**config.mk**
```make
export PLATFORM = sky130hd
export DESIGN_NAME = lfxo_ctrl
export DESIGN_NICKNAME = d
export VERILOG_FILES = /design/src/lfxo_pkg.sv /design/src/lfxo_ctrl.sv
export SDC_FILE = /design/constraint.sdc
export NUM_CORES = 1
export LEC_CHECK = 0
export BUFFER_PORTS_ARGS = -buffer_cell sky130_fd_sc_hd__clkbuf_2
export CAP_MARGIN = 40
export CELL_PAD_IN_SITES_DETAIL_PLACEMENT = 1
export CELL_PAD_IN_SITES_GLOBAL_PLACEMENT = 1
export CORE_ASPECT_RATIO = 1.5
export CORE_MARGIN = 3
export CORE_UTILIZATION = 38
export CTS_BUF_LIST = sky130_fd_sc_hd__clkbuf_8
export DETAILED_ROUTE_END_ITERATION = 6
export PLACE_DENSITY_LB_ADDON = 0.1
export SLEW_MARGIN = 15
export SYNTH_ARGS = -nofsm -noshare
export SYNTH_HDL_FRONTEND = slang
export SYNTH_SLANG_ARGS = --single-unit
export TNS_END_PERCENT = 100
```
**constraint.sdc**
```tcl
create_clock -name clk -period 2.2 [get_ports clk]
set_clock_uncertainty 0.05 [all_clocks]
set_input_delay 0.22 -clock clk [delete_from_list [all_inputs] [get_ports clk]]
set_output_delay 0.22 -clock clk [all_outputs]
set_load 0.01 [all_outputs]
```
**src/lfxo_pkg.sv**
```systemverilog
// Purpose: shared constants for the low-frequency and external oscillator control
// Assumes: 8-bit special function register bus, 40 MHz system clock
// Notes:   field positions, codes and nominal timing live here; tune reset, tune step and settle count are lfxo_ctrl parameters
package lfxo_pkg;
    // Register addresses on the special function bus
    localparam logic [7:0] LFXO_ADDR_EXT     = 8'hb1;
    localparam logic [7:0] LFXO_ADDR_LF      = 8'he3;

    // Low-frequency control fields
    localparam int         LF_EN_BIT         = 7;
    localparam int         LF_RDY_BIT        = 6;
    localparam int         LF_TUNE_LSB       = 2;
    localparam int         LF_TUNE_W         = 4;
    localparam int         LF_DIV_LSB        = 0;
    localparam int         LF_DIV_W          = 2;
    localparam logic [1:0] LF_DIV8           = 2'h0;
    localparam logic [1:0] LF_DIV4           = 2'h1;
    localparam logic [1:0] LF_DIV2           = 2'h2;
    localparam logic [1:0] LF_DIV1           = 2'h3;
    localparam logic [1:0] LF_DIV_RESET      = 2'h0;

    // External control fields
    localparam int         EXT_RSVD_HI_BIT   = 7;
    localparam int         EXT_RSVD_LO_BIT   = 3;
    localparam int         EXT_MODE_LSB      = 4;
    localparam int         EXT_MODE_W        = 3;
    localparam int         EXT_FREQ_LSB      = 0;
    localparam int         EXT_FREQ_W        = 3;
    localparam logic [2:0] EXT_MODE_CMOS     = 3'h2;
    localparam logic [2:0] EXT_MODE_CMOS_D2  = 3'h3;
    localparam logic [2:0] EXT_MODE_RC       = 3'h4;
    localparam logic [2:0] EXT_MODE_CAP      = 3'h5;
    localparam logic [2:0] EXT_MODE_RESET    = 3'h0;
    localparam logic [2:0] EXT_FREQ_RESET    = 3'h0;

    // Timing: nominal oscillator rate and derived half period in system clocks
    localparam int         CLK_HZ            = 40000000;
    localparam int         LF_NOM_HZ         = 80000;
    localparam int         LF_HALF_CYC       = CLK_HZ / LF_NOM_HZ / 2;
    localparam int         LF_TUNE_MID       = 8;
    localparam int         PH_W              = 10;
    localparam int         HC_W              = 3;
    localparam logic [2:0] HC_LAST           = 3'h7;
endpackage

```
**src/lfxo_ctrl.sv**
```systemverilog
// Purpose: control and status for the internal low-frequency oscillator and the
//          external oscillator drive circuit, reached over the special function bus
// Assumes: analog cores are outside; the low-frequency core is stood in for by a
//          digital half-period counter on clk; external clock pin is asynchronous
// Notes:   read data appears one cycle after the address
// Function
// - The low-frequency oscillator is held stopped while its enable bit is 0 and runs while it is 1.
// - A read-only ready flag reads 1 once the oscillator has settled and 0 before.
// - Once set, ready clears only on device reset or on a write that changes the divider field.
// - A 4-bit fine-tune field in bits 5:2 runs from fastest at 0000b to slowest at 1111b.
// - The 2-bit divider in bits 1:0 divides by 8, 4, 2, 1 for codes 00, 01, 10, 11.
// - External mode in bits 6:4 is off for 00x, CMOS clock for 010, and 11x is reserved.
// - Bits 7 and 3 of the external control register read 0 and ignore writes.
// - A 3-bit frequency-control field in bits 2:0 holds eight codes 000 to 111.
// - When the external circuit runs in capacitor, RC or CMOS mode, it takes the clock pin.
// - The oscillator is nominally 80 kHz before its output divider.
`timescale 1ns/10ps
module lfxo_ctrl #(
    parameter logic [3:0] LF_TUNE_RESET   = 4'h8,
    parameter int         LF_TUNE_STEP    = 8,
    parameter int         LF_SETTLE_TICKS = 16
) (
    input  wire logic                               clk,
    input  wire logic                               srst,
    input  wire logic [7:0]                         sfr_addr,
    input  wire logic                               sfr_wr,
    input  wire logic [7:0]                         sfr_wdata,
    output logic      [7:0]                         sfr_rdata,
    input  wire logic                               external_clock_pin,
    output logic                                    lowfreq_osc_enable,
    output logic                                    lowfreq_osc_ready,
    output logic      [lfxo_pkg::LF_TUNE_W-1:0]     lowfreq_fine_tune,
    output logic      [lfxo_pkg::LF_DIV_W-1:0]      lowfreq_divider_select,
    output logic                                    lowfreq_clk_out,
    output logic      [lfxo_pkg::EXT_MODE_W-1:0]    external_osc_mode,
    output logic      [lfxo_pkg::EXT_FREQ_W-1:0]    external_freq_control,
    output logic                                    external_pin_claim,
    output logic                                    external_clk_out
);
    import lfxo_pkg::*;

    // Half period grows with the tune code: code 0 is fastest
    function automatic logic [PH_W-1:0] lf_half(input logic [LF_TUNE_W-1:0] tune);
        lf_half = PH_W'(LF_HALF_CYC + (int'(tune) - LF_TUNE_MID) * LF_TUNE_STEP);
    endfunction

    // Toggle mask per divider code, counted in half periods
    function automatic logic [HC_W-1:0] div_mask(input logic [LF_DIV_W-1:0] sel);
        case (sel)
            LF_DIV8: div_mask = 3'h7;
            LF_DIV4: div_mask = 3'h3;
            LF_DIV2: div_mask = 3'h1;
            default: div_mask = 3'h0;
        endcase
    endfunction

    function automatic logic ext_runs(input logic [EXT_MODE_W-1:0] m);
        ext_runs = (m == EXT_MODE_CMOS) || (m == EXT_MODE_CMOS_D2) ||
                   (m == EXT_MODE_RC) || (m == EXT_MODE_CAP);
    endfunction

    logic                  lf_en_q, lf_en_d;
    logic [LF_TUNE_W-1:0]  lf_tune_q, lf_tune_d;
    logic [LF_DIV_W-1:0]   lf_div_q, lf_div_d;
    logic [LF_DIV_W-1:0]   div_act_q, div_act_d;
    logic                  lf_rdy_q, lf_rdy_d;
    logic [7:0]            settle_q, settle_d;
    logic [PH_W-1:0]       ph_q, ph_d;
    logic [HC_W-1:0]       hc_q, hc_d;
    logic                  lf_out_q, lf_out_d;
    logic [EXT_MODE_W-1:0] ext_mode_q, ext_mode_d;
    logic [EXT_FREQ_W-1:0] ext_freq_q, ext_freq_d;
    logic                  ext_out_q, ext_out_d;
    logic                  pin_s1_q, pin_s2_q, pin_s3_q;
    logic [7:0]            rdata_q, rdata_d;
    logic                  wr_lf, wr_ext, div_chg, en_rise, tick, boundary, pin_rise;

    assign wr_lf    = sfr_wr && (sfr_addr == LFXO_ADDR_LF);
    assign wr_ext   = sfr_wr && (sfr_addr == LFXO_ADDR_EXT);
    assign div_chg  = wr_lf && (sfr_wdata[LF_DIV_LSB +: LF_DIV_W] != lf_div_q);
    assign en_rise  = wr_lf && sfr_wdata[LF_EN_BIT] && !lf_en_q;
    // At or past the end, so a faster tune code never overruns the count
    assign tick     = lf_en_q && (ph_q >= lf_half(lf_tune_q) - PH_W'(1));
    // Boundary where every divider ratio is about to fall low together
    assign boundary = tick && (hc_q == HC_LAST) && lf_out_q;
    assign pin_rise = pin_s2_q && !pin_s3_q;

    // Low-frequency oscillator stand-in, divider and ready flag
    always_comb begin
        lf_en_d   = lf_en_q;
        lf_tune_d = lf_tune_q;
        lf_div_d  = lf_div_q;
        div_act_d = div_act_q;
        lf_rdy_d  = lf_rdy_q;
        settle_d  = settle_q;
        ph_d      = ph_q;
        hc_d      = hc_q;
        lf_out_d  = lf_out_q;
        if (wr_lf) begin
            lf_en_d   = sfr_wdata[LF_EN_BIT];
            lf_tune_d = sfr_wdata[LF_TUNE_LSB +: LF_TUNE_W];
            lf_div_d  = sfr_wdata[LF_DIV_LSB +: LF_DIV_W];
        end
        if (!lf_en_q) begin
            ph_d     = '0;
            hc_d     = '0;
            lf_out_d = 1'b0;
            div_act_d = lf_div_d;
        end else if (tick) begin
            ph_d = '0;
            hc_d = hc_q + HC_W'(1);
            if ((hc_q & div_mask(div_act_q)) == div_mask(div_act_q)) begin
                lf_out_d = !lf_out_q;
            end
            if (boundary) begin
                div_act_d = lf_div_q;
                hc_d      = '0;
            end
            if (lf_en_q && settle_q < 8'(LF_SETTLE_TICKS)) begin
                settle_d = settle_q + 8'h01;
            end
            if (settle_q == 8'(LF_SETTLE_TICKS - 1)) begin
                lf_rdy_d = 1'b1;
            end
        end else begin
            ph_d = ph_q + PH_W'(1);
        end
        // Divider change wins over a coinciding settle, as the flag must restart
        if (div_chg || en_rise) begin
            settle_d = '0;
        end
        if (div_chg) begin
            lf_rdy_d = 1'b0;
        end
    end

    always_ff @(posedge clk) begin
        if (srst) begin
            lf_en_q   <= 1'b0;
            lf_tune_q <= LF_TUNE_RESET;
            lf_div_q  <= LF_DIV_RESET;
            div_act_q <= LF_DIV_RESET;
            lf_rdy_q  <= 1'b0;
            settle_q  <= '0;
            ph_q      <= '0;
            hc_q      <= '0;
            lf_out_q  <= 1'b0;
        end else begin
            lf_en_q   <= lf_en_d;
            lf_tune_q <= lf_tune_d;
            lf_div_q  <= lf_div_d;
            div_act_q <= div_act_d;
            lf_rdy_q  <= lf_rdy_d;
            settle_q  <= settle_d;
            ph_q      <= ph_d;
            hc_q      <= hc_d;
            lf_out_q  <= lf_out_d;
        end
    end

    // External oscillator control and clock path
    always_comb begin
        ext_mode_d = ext_mode_q;
        ext_freq_d = ext_freq_q;
        ext_out_d  = 1'b0;
        if (wr_ext) begin
            ext_mode_d = sfr_wdata[EXT_MODE_LSB +: EXT_MODE_W];
            ext_freq_d = sfr_wdata[EXT_FREQ_LSB +: EXT_FREQ_W];
        end
        case (ext_mode_q)
            EXT_MODE_CMOS:    ext_out_d = pin_s2_q;
            EXT_MODE_CMOS_D2,
            EXT_MODE_RC,
            EXT_MODE_CAP:     ext_out_d = pin_rise ? !ext_out_q : ext_out_q;
            default:          ext_out_d = 1'b0;
        endcase
    end

    // Register read mux; unmapped addresses read zero
    always_comb begin
        case (sfr_addr)
            LFXO_ADDR_LF:  rdata_d = {lf_en_q, lf_rdy_q, lf_tune_q, lf_div_q};
            LFXO_ADDR_EXT: rdata_d = {1'b0, ext_mode_q, 1'b0, ext_freq_q};
            default:       rdata_d = 8'h00;
        endcase
    end

    always_ff @(posedge clk) begin
        if (srst) begin
            ext_mode_q <= EXT_MODE_RESET;
            ext_freq_q <= EXT_FREQ_RESET;
            ext_out_q  <= 1'b0;
            // Pin idles high on its pull-up; a low start would fake an edge
            pin_s1_q   <= 1'b1;
            pin_s2_q   <= 1'b1;
            pin_s3_q   <= 1'b1;
            rdata_q    <= 8'h00;
        end else begin
            ext_mode_q <= ext_mode_d;
            ext_freq_q <= ext_freq_d;
            ext_out_q  <= ext_out_d;
            pin_s1_q   <= external_clock_pin;
            pin_s2_q   <= pin_s1_q;
            pin_s3_q   <= pin_s2_q;
            rdata_q    <= rdata_d;
        end
    end

    assign sfr_rdata              = rdata_q;
    assign lowfreq_osc_enable     = lf_en_q;
    assign lowfreq_osc_ready      = lf_rdy_q;
    assign lowfreq_fine_tune      = lf_tune_q;
    assign lowfreq_divider_select = lf_div_q;
    assign lowfreq_clk_out        = lf_out_q;
    assign external_osc_mode      = ext_mode_q;
    assign external_freq_control  = ext_freq_q;
    // Pin only claimed in a running mode; reserved codes leave it free
    assign external_pin_claim     = ext_runs(ext_mode_q);
    assign external_clk_out       = ext_out_q;

    property p_lf_stop;
        @(posedge clk) disable iff (srst) !lowfreq_osc_enable |=> !lowfreq_clk_out;
    endproperty
    a_lf_stop: assert property (p_lf_stop) else $error("lf output moved while off");

    property p_rdy_clr;
        @(posedge clk) disable iff (srst) div_chg |=> !lowfreq_osc_ready;
    endproperty
    a_rdy_clr: assert property (p_rdy_clr) else $error("ready kept over divider change");

    property p_rdy_hold;
        @(posedge clk) disable iff (srst) lowfreq_osc_ready && !div_chg |=> lowfreq_osc_ready;
    endproperty
    a_rdy_hold: assert property (p_rdy_hold) else $error("ready dropped without cause");

    property p_rdy_set;
        @(posedge clk) disable iff (srst)
            $rose(lowfreq_osc_ready) |-> $past(settle_q) == 8'(LF_SETTLE_TICKS - 1) && $past(tick);
    endproperty
    a_rdy_set: assert property (p_rdy_set) else $error("ready set before settling");

    property p_tune_wr;
        @(posedge clk) disable iff (srst)
            wr_lf |=> lowfreq_fine_tune == $past(sfr_wdata[LF_TUNE_LSB +: LF_TUNE_W]);
    endproperty
    a_tune_wr: assert property (p_tune_wr) else $error("tune field not stored");

    property p_div1;
        @(posedge clk) disable iff (srst)
            tick && div_act_q == LF_DIV1 |=> lowfreq_clk_out != $past(lowfreq_clk_out);
    endproperty
    a_div1: assert property (p_div1) else $error("divide by 1 missed a toggle");

    property p_div_glitch;
        @(posedge clk) disable iff (srst) lf_en_q && !boundary |=> $stable(div_act_q);
    endproperty
    a_div_glitch: assert property (p_div_glitch) else $error("divider switched off boundary");

    property p_rsvd;
        @(posedge clk) disable iff (srst)
            sfr_addr == LFXO_ADDR_EXT |=> !sfr_rdata[EXT_RSVD_HI_BIT] && !sfr_rdata[EXT_RSVD_LO_BIT];
    endproperty
    a_rsvd: assert property (p_rsvd) else $error("unused external bits read nonzero");

    property p_mode_off;
        @(posedge clk) disable iff (srst)
            wr_ext && sfr_wdata[6:5] != 2'h1 && !sfr_wdata[6] |=> !external_pin_claim ##1 !external_clk_out;
    endproperty
    a_mode_off: assert property (p_mode_off) else $error("external circuit on in off mode");

    property p_div2;
        @(posedge clk) disable iff (srst)
            ext_mode_q == EXT_MODE_RC && pin_rise |=> external_clk_out != $past(external_clk_out);
    endproperty
    a_div2: assert property (p_div2) else $error("divide by 2 stage missed an edge");

    property p_claim;
        @(posedge clk) disable iff (srst)
            wr_ext && sfr_wdata[EXT_MODE_LSB +: EXT_MODE_W] == EXT_MODE_CAP |=> external_pin_claim;
    endproperty
    a_claim: assert property (p_claim) else $error("pin not claimed in capacitor mode");

    property p_freq;
        @(posedge clk) disable iff (srst)
            wr_ext |=> external_freq_control == $past(sfr_wdata[EXT_FREQ_LSB +: EXT_FREQ_W]);
    endproperty
    a_freq: assert property (p_freq) else $error("frequency code not stored");
endmodule

```
; ---- After elaboration in Yosys (flattened, before gate mapping)
; Index checks and enable logic that the tools add are counted.
[word_totals]
out_inout_bits = 25
inputBits = 20
register_bits = 50
wordCells = 80
[op_classes]
order_cmp = 2
bitwise_logic = 2
n_eq_ne = 15
n_mux = 11
n_reduce_logical = 28
add_sub_neg = 6
[ops]
columns = operator, n
row1 = $eq 8x8->1 const B, 2
row2 = $pmux 8 s2, 1
row3 = $add 10x1->10 const B, 1
row4 = $add 9x8->10 const A, 1
row5 = $ge 10x10->1, 1
row6 = $logic_and 1x1->1, 10
row7 = $sub 10x1->10 const B, 1
row8 = $eq 3x3->1 const B, 3
row9 = $mux 3, 3
row10 = $pmux 3 s3, 1
row11 = $add 8x1->8 const B, 1
row12 = $eq 8x4->1 const B, 1
row13 = $lt 8x5->1 const B, 1
row14 = $mux 2, 4
row15 = $eq 3x2->1 const B, 2
row16 = $reduce_and 3->1, 2
row17 = $reduce_or 2->1, 3
row18 = $reduce_or 3->1, 2
row19 = $sub 4x4->5 const B, 1
row20 = $logic_not 1->1, 4
row21 = $logic_or 1x1->1, 4
row22 = $ne 2x1->1 const B, 2
row23 = $reduce_and 2->1, 2
row24 = $add 3x1->3 const B, 1
row25 = other kinds (10), 10

; ---- Depth between registers and ports, before layout
; Gate-level depths: netlist (run 1).
[logic_depth]
ltp_word = 10
depth_mapped = 10
depth_no_buf = 9

; ---- Least setup slack after synthesis (run 1)
; Ideal clock, no wire load.
[synth_timing]
path_type = register to register
startpoint = register lf_tune_q[0], in the netlist lowfreq_fine_tune[0]
endpoint = register div_act_q[1]
setup_ps = 95
period_less_slack_ps = 2268
slack_ps = -68
required_ps = 2055
arrival_time_ps = 2122
stages_incl_launch_ff = 10
cell_sequence = dfxtp_1 > inv_1 > ha_1 > xnor2_1 > ha_1 > o211ai_1 > nor3_4 > nor2_2 > or4_1 > o311ai_1
[synth_between]
elab_chain_cells = 9
elab_cells_between_ends = 10
classes_between = add/sub (3) / order compare (1) / eq/ne (2) / reduce/logical (4)
[synth_rtl]
columns = item, line_no
row1 = start: declaration, lfxo_ctrl.sv:63  ; logic [LF_TUNE_W-1:0] lf_tune_q, lf_tune_d;
row2 = start signal: assignment, lfxo_ctrl.sv:150  ; lf_tune_q <= lf_tune_d;
row3 = $sub 4x4->5 *, lfxo_ctrl.sv:44  ; lf_half = PH_W'(LF_HALF_CYC + (int'(tune) - LF_TUNE_MID) * LF_TUNE_STEP);
row4 = $add 9x8->10 *, lfxo_ctrl.sv:44
row5 = $sub 10x1->10 *, lfxo_ctrl.sv:83  ; assign tick = lf_en_q && (ph_q >= lf_half(lf_tune_q) - PH_W'(1));
row6 = $ge 10x10->1 *, lfxo_ctrl.sv:83
row7 = $logic_and 1x1->1 *, lfxo_ctrl.sv:83
row8 = $logic_and 1x1->1 (2 in series), lfxo_ctrl.sv:85  ; assign boundary = tick && (hc_q == HC_LAST) && lf_out_q;
row9 = $ne 2x1->1 (no line), --
row10 = $reduce_and 2->1 (no line) *, --
row11 = end signal: assignment, lfxo_ctrl.sv:152  ; div_act_q <= div_act_d;
row12 = end: declaration, lfxo_ctrl.sv:65  ; logic [LF_DIV_W-1:0] div_act_q, div_act_d;
; Mark *: on every way between the ends. The rest lies on a longest branch, timed or not.
; A chain may end at the register's enable or synchronous reset.

; ---- Worst setup path after layout (run 1)
; Same ends and word-level chain as after synthesis.

==> run summary, run 1 <==
The run finished, with violations left. The checks that failed: negative setup slack. The final total negative setup slack came out at -1651 ps. Setup violations remaining at the end of the flow were counted as 17. The first global-routing pass estimated 10110 um of wire. Share of synthesized flip-flops with an asynchronous set or reset: 0%. The initial core utilization came out at 40.31%. The floorplan step defined a core boundary enclosing 5615 um^2.

The yosys synthesis warning count was 0; the count of input and output buffers was 44. Clock tree synthesis found a total of 50 sinks. The internal reg-to-reg setup slack is -200 ps. Normalized max-slew margin: 57.61%. After floorplanning, the core was divided into 33 placement rows.

Clock tree synthesis inserted a total of 5 buffers. TritonCTS built the clock tree. Compared with the post-synthesis result, the final layout area differs by 34.77%.

At the placement stage, the worst setup path has a slack of -191.0 ps. For this design the top-level I/O count stands at 45. The routed layout has 2038 vias.

In the routed layout, each cell is associated on average with a via count of 5.253. After synthesis, the cell types taking the most area are dfxtp_1, ha_1, nor2_1. 0 antenna diodes ended up in the layout. The half-perimeter wire length after detailed placement is 4126 um, and the cell area power density is 495.7 nW/um^2.

Counting every instance in the synthesized netlist gives 251. The floorplan step defined a die boundary enclosing 6938 um^2. The number of global-route vias before repair is 2154, and the number of H-tree levels is 2. Counting every net in the synthesized netlist gives 284. The tools report the highest achievable clock rate as 417.0 MHz.

In this run the mean area of a mapped cell was 9.018 um^2. For this run, the detailed router's first-pass iteration total came to 4. The detail route stage leaves a number of antenna-violating nets equal to 0.

The most used flip-flop cell after synthesis is dfxtp_1. Largest net degree at the start of global routing: 31. The number of nets in the layout was 350.

The run gives 1.256 nW as the leakage component of the power. The post-route non-filler standard cell count is 388, and the count of distinct cell types in the synthesized netlist is 46. Summed over all instances, the cell type with the most area after synthesis is dfxtp_1. The maximum clock path buffer count was 2. After synthesis the cells add up to 2263 um^2.

The run gives 0 as the initial antenna violation count. The flop and latch count out of synthesis came out at 50. The post-route netlist has 35.85% of its cells at a drive strength greater than 1. The cell count after placement came out at 369. After synthesis, the largest area contributor takes up 44.22% of total cell area. The filler cell count is 689, and the max-slew violation count is 0. The number of hold buffers added after CTS came out at 0. The die height came out at 100.5 um. At the later pin of the worst-skew pair, clock insertion delay measures 300 ps. For the final RePlAce weighted congestion, the log shows 0.7109. Setup slack after layout: -197.9 ps. STA classifies the critical path endpoint as a flip-flop. Measured on the finished design, the core utilization comes to 54.32%.

The tool flagged a number of max-cap violations equal to 0. Measured along the x axis, the die boundary spans 69.02 um. The final critical-path required period was 2398 ps. The maximum fanout encountered on the critical timing path was 7; the number of hold-slack violations in the final timing report was 0.

After synthesis, flip-flops and latches occupy 44.22% of the total area. After clock tree synthesis, the clock-pin slew on the worst setup and hold paths is 90 ps. Setup repair after global routing could not meet its margin everywhere. In this run, synthesis inferred 0 flip-flops with an integrated enable. The run gives 1393 um^2 as the multi-input combinational cell area. After detailed routing, the total wire length is 6017 um. The detailed router finished its first iteration with 34 violations.

Registers take 1010 um^2. The type of the worst setup path was reg -> reg. The tools report the element type at the critical path start as a flip-flop. The remaining global-route overflow was 0.

At the worst endpoint, the required time is 2360 ps. Leaving out fill and tap cells, the most frequent cell in the layout is dfxtp_1. The overall routing resource usage was 17.69%; the total power was 1.512 mW.

The run gives 0.0002602 V as the worst IR drop on VDD. The path class of the tightest hold or removal check is in -> reg. The transition time at the pin with the least slew margin came out at 633.5 ps. Once placement finished, the instance area stood at 2640 um^2. Arrival time of the worst setup path: 2560 ps. The tree is rooted in a clkbuf_8. The final critical path takes up 109.0% of the cycle. The library cells used most frequently in the layout, excluding fill and tap cells, are dfxtp_1, clkbuf_2, nor2_1. The final instance area is 3050 um^2, and the post-detailed-route wirelength per cell is 15.51 um.

The tools report the post-route DRC violation count as 0. The run gives 45.09 ps as the worst slack on hold paths.
[power by group]
group	switching (mW)	leakage, nW	total (mW)	internal (mW)
Combinational	0.0300	0.799	0.0506	0.0206
Clock	0.306	0.0524	0.556	0.250
Sequential	0.00138	0.405	0.906	0.904
Total	0.337	1.26	1.51	1.17
[worst max-delay path, cell delays in order (launching register included)]
cell      delay [ps]
dfxtp_4          370
or4_4            550
nand2_4           90
ha_4             140
nand3_4           90
nor3_4           300
nor2_4           110
or4_4            530
o311ai_2          80
[logic make-up after synthesis]
family,after synthesis,share of synthesized area (%)
AOI/OAI and AO/OA,48,14.04
xor gates and xnor gates,12,4.643
adders and majority gates,13,7.186
and+or+nand+nor,102,24.05
muxes,4,1.769
DFF,50,44.22
buffers and inverters,22,4.091
[cells in the mapped netlist (3+ instances only)]
cell type,n
clkbuf_1,5
ha_1,13
or2_2,4
nor2b_1,4
mux2i_1,4
xor2_1,4
a31oi_1,3
or3_1,3
o2111ai_1,3
a22oi_1,6
nor3_1,3
o21ai_1,3
a21oi_1,20
nand2_1,19
xnor2_1,8
dfxtp_1,50
nand3_1,19
or4_1,3
and3_1,5
inv_1,13
nor2_1,27
[layer usage]
metal  GRT usage [%]  up-vias  part of all wire [%]
met4           4.962        0                   1.2
li1                -     1013                     -
met2           34.12       31                    55
met5               0        -                     0
met3           2.395        6                   2.4
met1           20.09      988                    41
[path summary, 6_finish.rpt]
kind                                            from           end  depth (start not counted)
worst min-delay path              external_clock_pin      pin_s1_q                          2
worst max register to register  lowfreq_fine_tune[0]  div_act_q[1]                          8
worst min register to register              pin_s1_q      pin_s2_q                          1
worst max-delay path            lowfreq_fine_tune[0]  div_act_q[1]                          8
[layout make-up]
class	instances	area share [%]
multi-input combinational	181	45.65
sequential	50	33.10
timing repair buffer	66	13.78
tap	70	2.871
clock buffer	6	2.707
inverter	13	1.600
clock inverter	2	0.2871
[sequential cells by signal (all words and copies together) (netlist names)]
| register | count |
|---|---|
| ph_q | 10 |
| settle_q | 8 |
| sfr_rdata | 8 |
| lowfreq_fine_tune | 4 |
| external_freq_control | 3 |
| external_osc_mode | 3 |
| hc_q | 3 |
| div_act_q | 2 |
| lowfreq_divider_select | 2 |
| external_clk_out | 1 |
| lowfreq_clk_out | 1 |
| lowfreq_osc_enable | 1 |
| lowfreq_osc_ready | 1 |
| pin_s1_q | 1 |
| pin_s2_q | 1 |
| pin_s3_q | 1 |
[what timing repair did]
action                     4_1_cts  5_1_grt
pin swaps                       21       11
gates cloned                     1        1
buffers inserted                 7        4
setup endpoints to repair       10       22
gates resized for setup         24       21
(Power assumes the default switching activity.)
==> run 2: changes to the inputs <==
--- a/config.mk
+++ b/config.mk
@@ -14,6 +14,7 @@
 export CORE_UTILIZATION = 38
 export CTS_BUF_LIST = sky130_fd_sc_hd__clkbuf_8
 export DETAILED_ROUTE_END_ITERATION = 6
+export GPL_TIMING_DRIVEN = 0
 export PLACE_DENSITY_LB_ADDON = 0.1
 export SLEW_MARGIN = 15
 export SYNTH_ARGS = -nofsm -noshare
==> run 2 against run 1 <==
Net effect: the run still ends with negative setup slack left; worst setup slack improved by 58 ps; final cell count decreased by 2.3%; critical path depth is 2 higher; sequential share of layout area grew 2.1 points; sequential power barely moved; non-clock buffer count shrank 6; critical endpoint is now settle_q[2]; die area unchanged; fmax increased by 2.5%; register-to-register slack improved by 60 ps; worst hold slack improved by 8.5 ps; critical path type unchanged; via count down 2.6%.
==> run summary, run 2 (synthesis gave the netlist of run 1 again) <==
The run finished, with violations left. The final reports fail on negative setup slack. The die height was 100.5 um (unchanged). Most common library cell in the layout ignoring fill and taps: dfxtp_1.

The critical path's largest stage delay was 550 ps (about the same); the final RePlAce weighted congestion was 0.7672 (+7.9%). The final antenna diode count was 0 (unchanged). The latest clock arrival within the worst-skew pair is 300 ps (about the same).

The tightest min-delay check is of the in -> reg type. The count of input and output buffers was 44 (unchanged). TritonCTS built the clock tree.

The cell area power density came out at 510.1 nW/um^2 (+2.9%). The worst setup path is captured at a flip-flop. CTS buffer count: 5 (unchanged). The startpoint identified for the worst hold timing path is external_clock_pin. Worst path buffer plus inverter count: 2 (+2). The final total negative setup slack was -846.1 ps (+804.5 ps); the cell row count was 33 (unchanged). The number of sinks driven by the clock tree is 50 (unchanged). In the layout the commonest cells are dfxtp_1, clkbuf_2, nor2_1. The post-route non-filler standard cell count was 379 (-2.3%).

The highest-delay cell along the critical path was or4_4. The detailed-routing iteration count for the pre-antenna-repair pass is 4 (unchanged), and the via density per instance is 5.240 (-0.24%). The sum of routed wire length over all layers is 5652 um (-6.1%). Highest achievable clock rate: 427.4 MHz (+2.5%). The final count of negative-setup-slack endpoints is 10 (-7), and the normalized max-slew margin is 64.11% (+6.5 points). The register clock-pin slew on the reported worst setup and hold paths was 90 ps (about the same); the via count was 1986 (-2.6%). The maximum fanout encountered on the critical timing path came out at 6 (-1).

The post-detailed-route wirelength per cell is 14.91 um (-3.8%). Setup repair after global routing could not meet its margin everywhere. STA classifies the critical path startpoint as a flip-flop. Post-detailed-route count of antenna-violating nets: 0 (unchanged).

From synthesis to final layout, the design area changed by 26.64%. The tools report the count of pins on the block boundary as 45 (unchanged). The total power came out at 1.462 mW (-3.3%). The final critical-path required period was 2340 ps (-57.96 ps); the cell count after placement was 365 (-1.1%). For the worst IR drop on VDD, the log shows 0.0003515 V (+35%). The leakage component of the power was 1.151 nW (-8.4%); the worst slack on hold paths was 53.57 ps (+8.484 ps). The run gives 0 (unchanged) as the max-slew violation count.

Half-perimeter wire length after detailed placement: 4319 um (+4.7%). The area after detailed placement came out at 2574 um^2 (-2.5%). The transition time at the pin with the least slew margin was 538.3 ps (-95.25 ps).

In this run the critical register-to-register path is launched from lowfreq_fine_tune[1]. The number of global-route vias before repair is 2145 (-0.42%), and the arrival time of the worst setup path is 2520 ps (-40 ps). For the area of the placeable core, the log shows 5615 um^2 (unchanged). Traced cell by cell, the critical path runs through or4_4 -> nand2_4 -> ha_4 -> nand3_4 -> nor3_4 -> buf_6 -> nor2_4 -> buf_4 -> or3_1 -> a21oi_1. The run gives 2380 ps (+20 ps) as the data required time at the worst endpoint. Source of the critical timing path: lowfreq_fine_tune[1]. The number of H-tree levels is 2 (unchanged). The logs give 0 (unchanged) for the number of hold-slack violations in the final timing report and 40.31% (unchanged) for the initial core utilization. The maximum clock path buffer count was 2 (unchanged); the number of nets in the layout was 342 (-2.3%).

The final clock period utilization by the worst path works out to 106.4% (-2.6 points). The tools report the post-route DRC violation count as 0 (unchanged). The cell family contributing the most delay on the critical path is simple AND/OR/NAND/NOR gates. The number of design-rule violations left by the first detailed-router iteration is 50 (+47%).

The worst setup path is of the reg -> reg kind. Remaining global-route overflow: 0 (unchanged). The largest net degree at the start of global routing is 14 (-55%), and the die width is 69.02 um (unchanged). The tree is rooted in a clkbuf_8. Overall routing resource usage: 17.36% (-0.33 points). The ratio of cells with drive above 1 in the final layout was 29.45% (-6.4 points). The tools report the first-pass GRT wire length as 9846 um (-2.6%).

The largest register by flop count was ph_q. For the number of hold buffers added after CTS, the log shows 0 (unchanged). The run gives 6938 um^2 (unchanged) as the die outline area. The internal reg-to-reg setup slack is -140 ps (+60 ps). Flip-flop count of the largest register after layout: 10 (unchanged). Initial antenna violation count: 0 (unchanged). For the final instance area, the log shows 2867 um^2 (-6.0%). The logs give -139.9 ps (+57.96 ps) for the setup slack after layout and 0 (unchanged) for the number of max-capacitance violations reported.
## run 2: routing by layer
metal / wire length (um) / track usage, % / vias to the layer above / part of all wire, %
met3: 214 / 3.693 / 5 / 3.8
met5: 0 / 0 / - / 0
met2: 2964 / 33.01 / 34 / 52
li1: - / - / 997 / -
met1: 2401 / 18.92 / 950 / 42
met4: 72 / 5.714 / 0 / 1.3
## run 2: final timing paths
check / to / depth (start not counted)
hold reg to reg: pin_s2_q / 1
setup reg to reg: settle_q[2] / 10
hold / removal: pin_s1_q / 2
setup / recovery: settle_q[2] / 10
## run 2: layout make-up
class	count	area, um^2
Buffer	9	47.55
Clock buffer	5	68.82
Clock inverter	2	7.507
Fill cell	701	2749
Inverter	13	51.30
Multi-Input combinational cell	179	1310
Sequential cell	50	1010
Tap cell	70	87.58
Timing Repair Buffer	51	284.0
## run 2: repair_timing
action | CTS | global route
gates cloned | 0 | 0
gates resized for setup | 13 | 20
setup endpoints to repair | 22 | 22
pin swaps | 15 | 3
setup buffers | 4 | 3
## run 2: power breakdown
group | internal, mW | total, mW | switching [mW] | leakage (nW)
clock | 0.211 | 0.503 | 0.292 | 0.0466
combinational | 0.0223 | 0.0535 | 0.0312 | 0.699
sequential | 0.904 | 0.906 | 0.00157 | 0.405
## run 2: stage by stage
stage | util [%] | setup WS (ps)
2_1_floorplan | - | 8.211
3_3_place_gp | 45.83 | -182.1
3_5_place_dp | 45.83 | -216.5
4_1_cts | 48.86 | -147.8
5_1_grt | 51.05 | -258.4
6_report | 51.05 | -139.9
==> run 3: changes to the inputs <==
--- a/config.mk
+++ b/config.mk
@@ -11,8 +11,7 @@
 export CELL_PAD_IN_SITES_GLOBAL_PLACEMENT = 1
 export CORE_ASPECT_RATIO = 1.5
 export CORE_MARGIN = 3
-export CORE_UTILIZATION = 38
-export CTS_BUF_LIST = sky130_fd_sc_hd__clkbuf_8
+export CORE_UTILIZATION = 37
 export DETAILED_ROUTE_END_ITERATION = 6
 export GPL_TIMING_DRIVEN = 0
 export PLACE_DENSITY_LB_ADDON = 0.1
==> run 3 against run 2 <==
Net effect: the run still ends with negative setup slack left; worst setup slack better by 42 ps; utilization fell by 1.7 points; global-route usage is 0.30 points lower; critical path depth shrank 1; first-iteration DRC count increased by 22%; flip-flop and latch count unchanged; final area up 1.1%; non-clock buffer count increased by 1; fmax is 1.8% higher; critical endpoint is now lowfreq_clk_out; largest cell class unchanged; highest routed layer unchanged.
==> run summary, run 3 (synthesis gave the netlist of run 1 again) <==
The run finished, with violations left. The checks that failed: negative setup slack. The cell row count was 34 (+3.0%).

The transition time at the pin with the least slew margin is 513.9 ps (-24.35 ps). The die height came out at 101.8 um (+1.3%). The tools report the half-perimeter wire length after detailed placement as 4233 um (-2.0%). The routing usage on met2 is 32.63% (-0.39 points). The first-pass GRT wire length is 9784 um (-0.63%), and the latest clock arrival within the worst-skew pair is 300 ps (about the same). The largest register by flop count was ph_q. Setup repair after global routing could not meet its margin everywhere.

The number of max-capacitance violations reported is 0 (unchanged), and the filler cell count is 709 (+1.1%). Worst path buffer plus inverter count: 1 (-1). Overall routing resource usage: 17.07% (-0.30 points).

Nature of the critical path endpoint: a flip-flop. The critical path goes through or4_4 -> nand2_4 -> ha_4 -> nand3_4 -> o211ai_4 -> nor2_4 -> buf_6 -> or3_1 -> a21oi_1. The run gives 0 (unchanged) as the post-route DRC violation count. The met3 track utilization from global routing was 2.483% (-1.2 points). The slowest stage of the critical path is the or4_4 cell. The most common library cell in the layout ignoring fill and taps was dfxtp_1.

Relative to the synthesized area, the layout overhead comes to 28.08%. The post-detailed-route wirelength per cell was 14.73 um (-1.2%). The run gives 0.7934 (+3.4%) as the final RePlAce weighted congestion. The final critical-path required period works out to 2298 ps (-41.57 ps). Maximum fanout encountered on the critical timing path: 6 (unchanged).

The flip-flop count of the largest register after layout works out to 10 (unchanged). TritonCTS built the clock tree. The register clock-pin slew on the reported worst setup and hold paths was 90 ps (about the same); the remaining global-route overflow was 0 (unchanged).

The tools report the die outline area as 7111 um^2 (+2.5%). The final clock period utilization by the worst path came out at 104.5% (-1.9 points). For the detailed-routing iteration count for the pre-antenna-repair pass, the log shows 3 (-1). The via count came out at 1982 (-0.20%).

The cell area power density came out at 521.0 nW/um^2 (+2.1%). The sum of routed wire length over all layers is 5643 um (-0.16%), and the count of input and output buffers is 44 (unchanged). The maximum clock path buffer count was 2 (unchanged); the count of pins on the block boundary was 45 (unchanged). The total power was 1.510 mW (+3.3%); the number of hold buffers added after CTS was 0 (unchanged).

Leaving out fill and tap cells, the most frequent cells in the layout are dfxtp_1, clkbuf_2, a21oi_1. The cell count after placement is 367 (+0.55%). The tools report the final antenna diode count as 0 (unchanged).

The tools report the clock tree root driver cell as clkbuf_8. The die width was 69.86 um (+1.2%). The CTS buffer count was 5 (unchanged); the ratio of cells with drive above 1 in the final layout was 32.15% (+2.7 points).

The data required time at the worst endpoint is 2390 ps (about the same). The element type at the critical path start is a flip-flop. The initial antenna violation count is 0 (unchanged), and the number of sinks driven by the clock tree is 50 (unchanged).

The number of global-route vias before repair is 2106 (-1.8%). The normalized max-slew margin is 65.74% (+1.6 points). The cell family contributing the most delay on the critical path is simple AND/OR/NAND/NOR gates. The post-detailed-route count of antenna-violating nets was 0 (unchanged). The logs give 2480 ps (-40 ps) for the arrival time of the worst setup path and 5871 um^2 (+4.5%) for the area of the placeable core. The min-delay analysis places its worst path in the category in -> reg. The via density per instance is 5.175 (-1.2%), and the number of hold-slack violations in the final timing report is 0 (unchanged). The tools report the initial core utilization as 38.55% (-1.8 points).

The logs give 0 (unchanged) for the max-slew violation count and 19.36% (+0.44 points) for the met1 demand-to-capacity share in global routing. The critical path's largest stage delay is 550 ps (about the same), and the number of H-tree levels is 2 (unchanged). The run gives 16 (+6) as the final count of negative-setup-slack endpoints.

Leakage component of the power: 1.151 nW (about the same). Number of design-rule violations left by the first detailed-router iteration: 61 (+22%). The run gives 0.0002381 V (-32%) as the worst IR drop on VDD. For the setup slack after layout, the log shows -98.37 ps (+41.57 ps). The type of the worst setup path was reg -> reg. The routing layer with the top usage in global route is met2. For the highest achievable clock rate, the log shows 435.1 MHz (+1.8%). The logs give 383 (+1.1%) for the post-route non-filler standard cell count and 15 (+1) for the largest net degree at the start of global routing.

The number of nets in the layout is 343 (+0.29%).
run 3: cell count changes in the layout (fill, tap and decap cells not counted), moves of 2 or more:
cell / change
a21oi_2: -3
inv_1: -2
nor2_2: +5
a21oi_1: +3
nor2_4: +3
buf_4: +2
nor2_1: -8
run 3: timing repair:
item	in CTS	in global routing
cloned	1	0
resized for setup	18	22
endpoints found under the setup margin	22	22
pin swaps	18	12
buffers inserted	6	1
run 3: final cells by class:
class	instances	area [um^2]	share of cell area, %
clock inverters	1	5.005	0.1726
clock buffers	7	86.33	2.978
flip-flops and latches	50	1011	34.87
multi-input cells	179	1326	45.75
well taps	72	90.09	3.107
inverters	13	48.80	1.683
plain buffers	9	43.79	1.511
repair buffers	52	287.8	9.927
run 3: metrics by stage:
step / setup WS, ps / cell area [um^2] / util (%) / setup TNS [ps] / hold slack, ps
global placement: -193.6 / 2576 / 43.88 / -2387 / 354.2
CTS: -132.5 / 2818 / 48.00 / -899.9 / 34.07
floorplan: 8.211 / 2266 / - / 0 / 273.8
global route: -207.8 / 2899 / 49.38 / -2800 / 42.87
detailed placement: -251.3 / 2576 / 43.88 / -3687 / 352.4
finish: -98.37 / 2899 / 49.38 / -502.6 / 46.66
run 3: worst paths after layout:
path	end	depth (start not counted)	slack [ps]	from
setup / recovery	lowfreq_clk_out	9	-100	lowfreq_fine_tune[1]
setup reg to reg	lowfreq_clk_out	9	-100	lowfreq_fine_tune[1]
hold / removal	pin_s1_q	2	50	external_clock_pin
hold reg to reg	pin_s2_q	1	370	pin_s1_q
run 3: routing by layer:
metal,wire (um),vias up
met1,2340,947
li1,-,999
met2,3092,31
met5,0,-
met3,152,5
met4,57,0
run 3: power by group:
group	internal (mW)	switching (mW)
registers	0.904	0.00130
clock network	0.254	0.297
logic	0.0224	0.0312
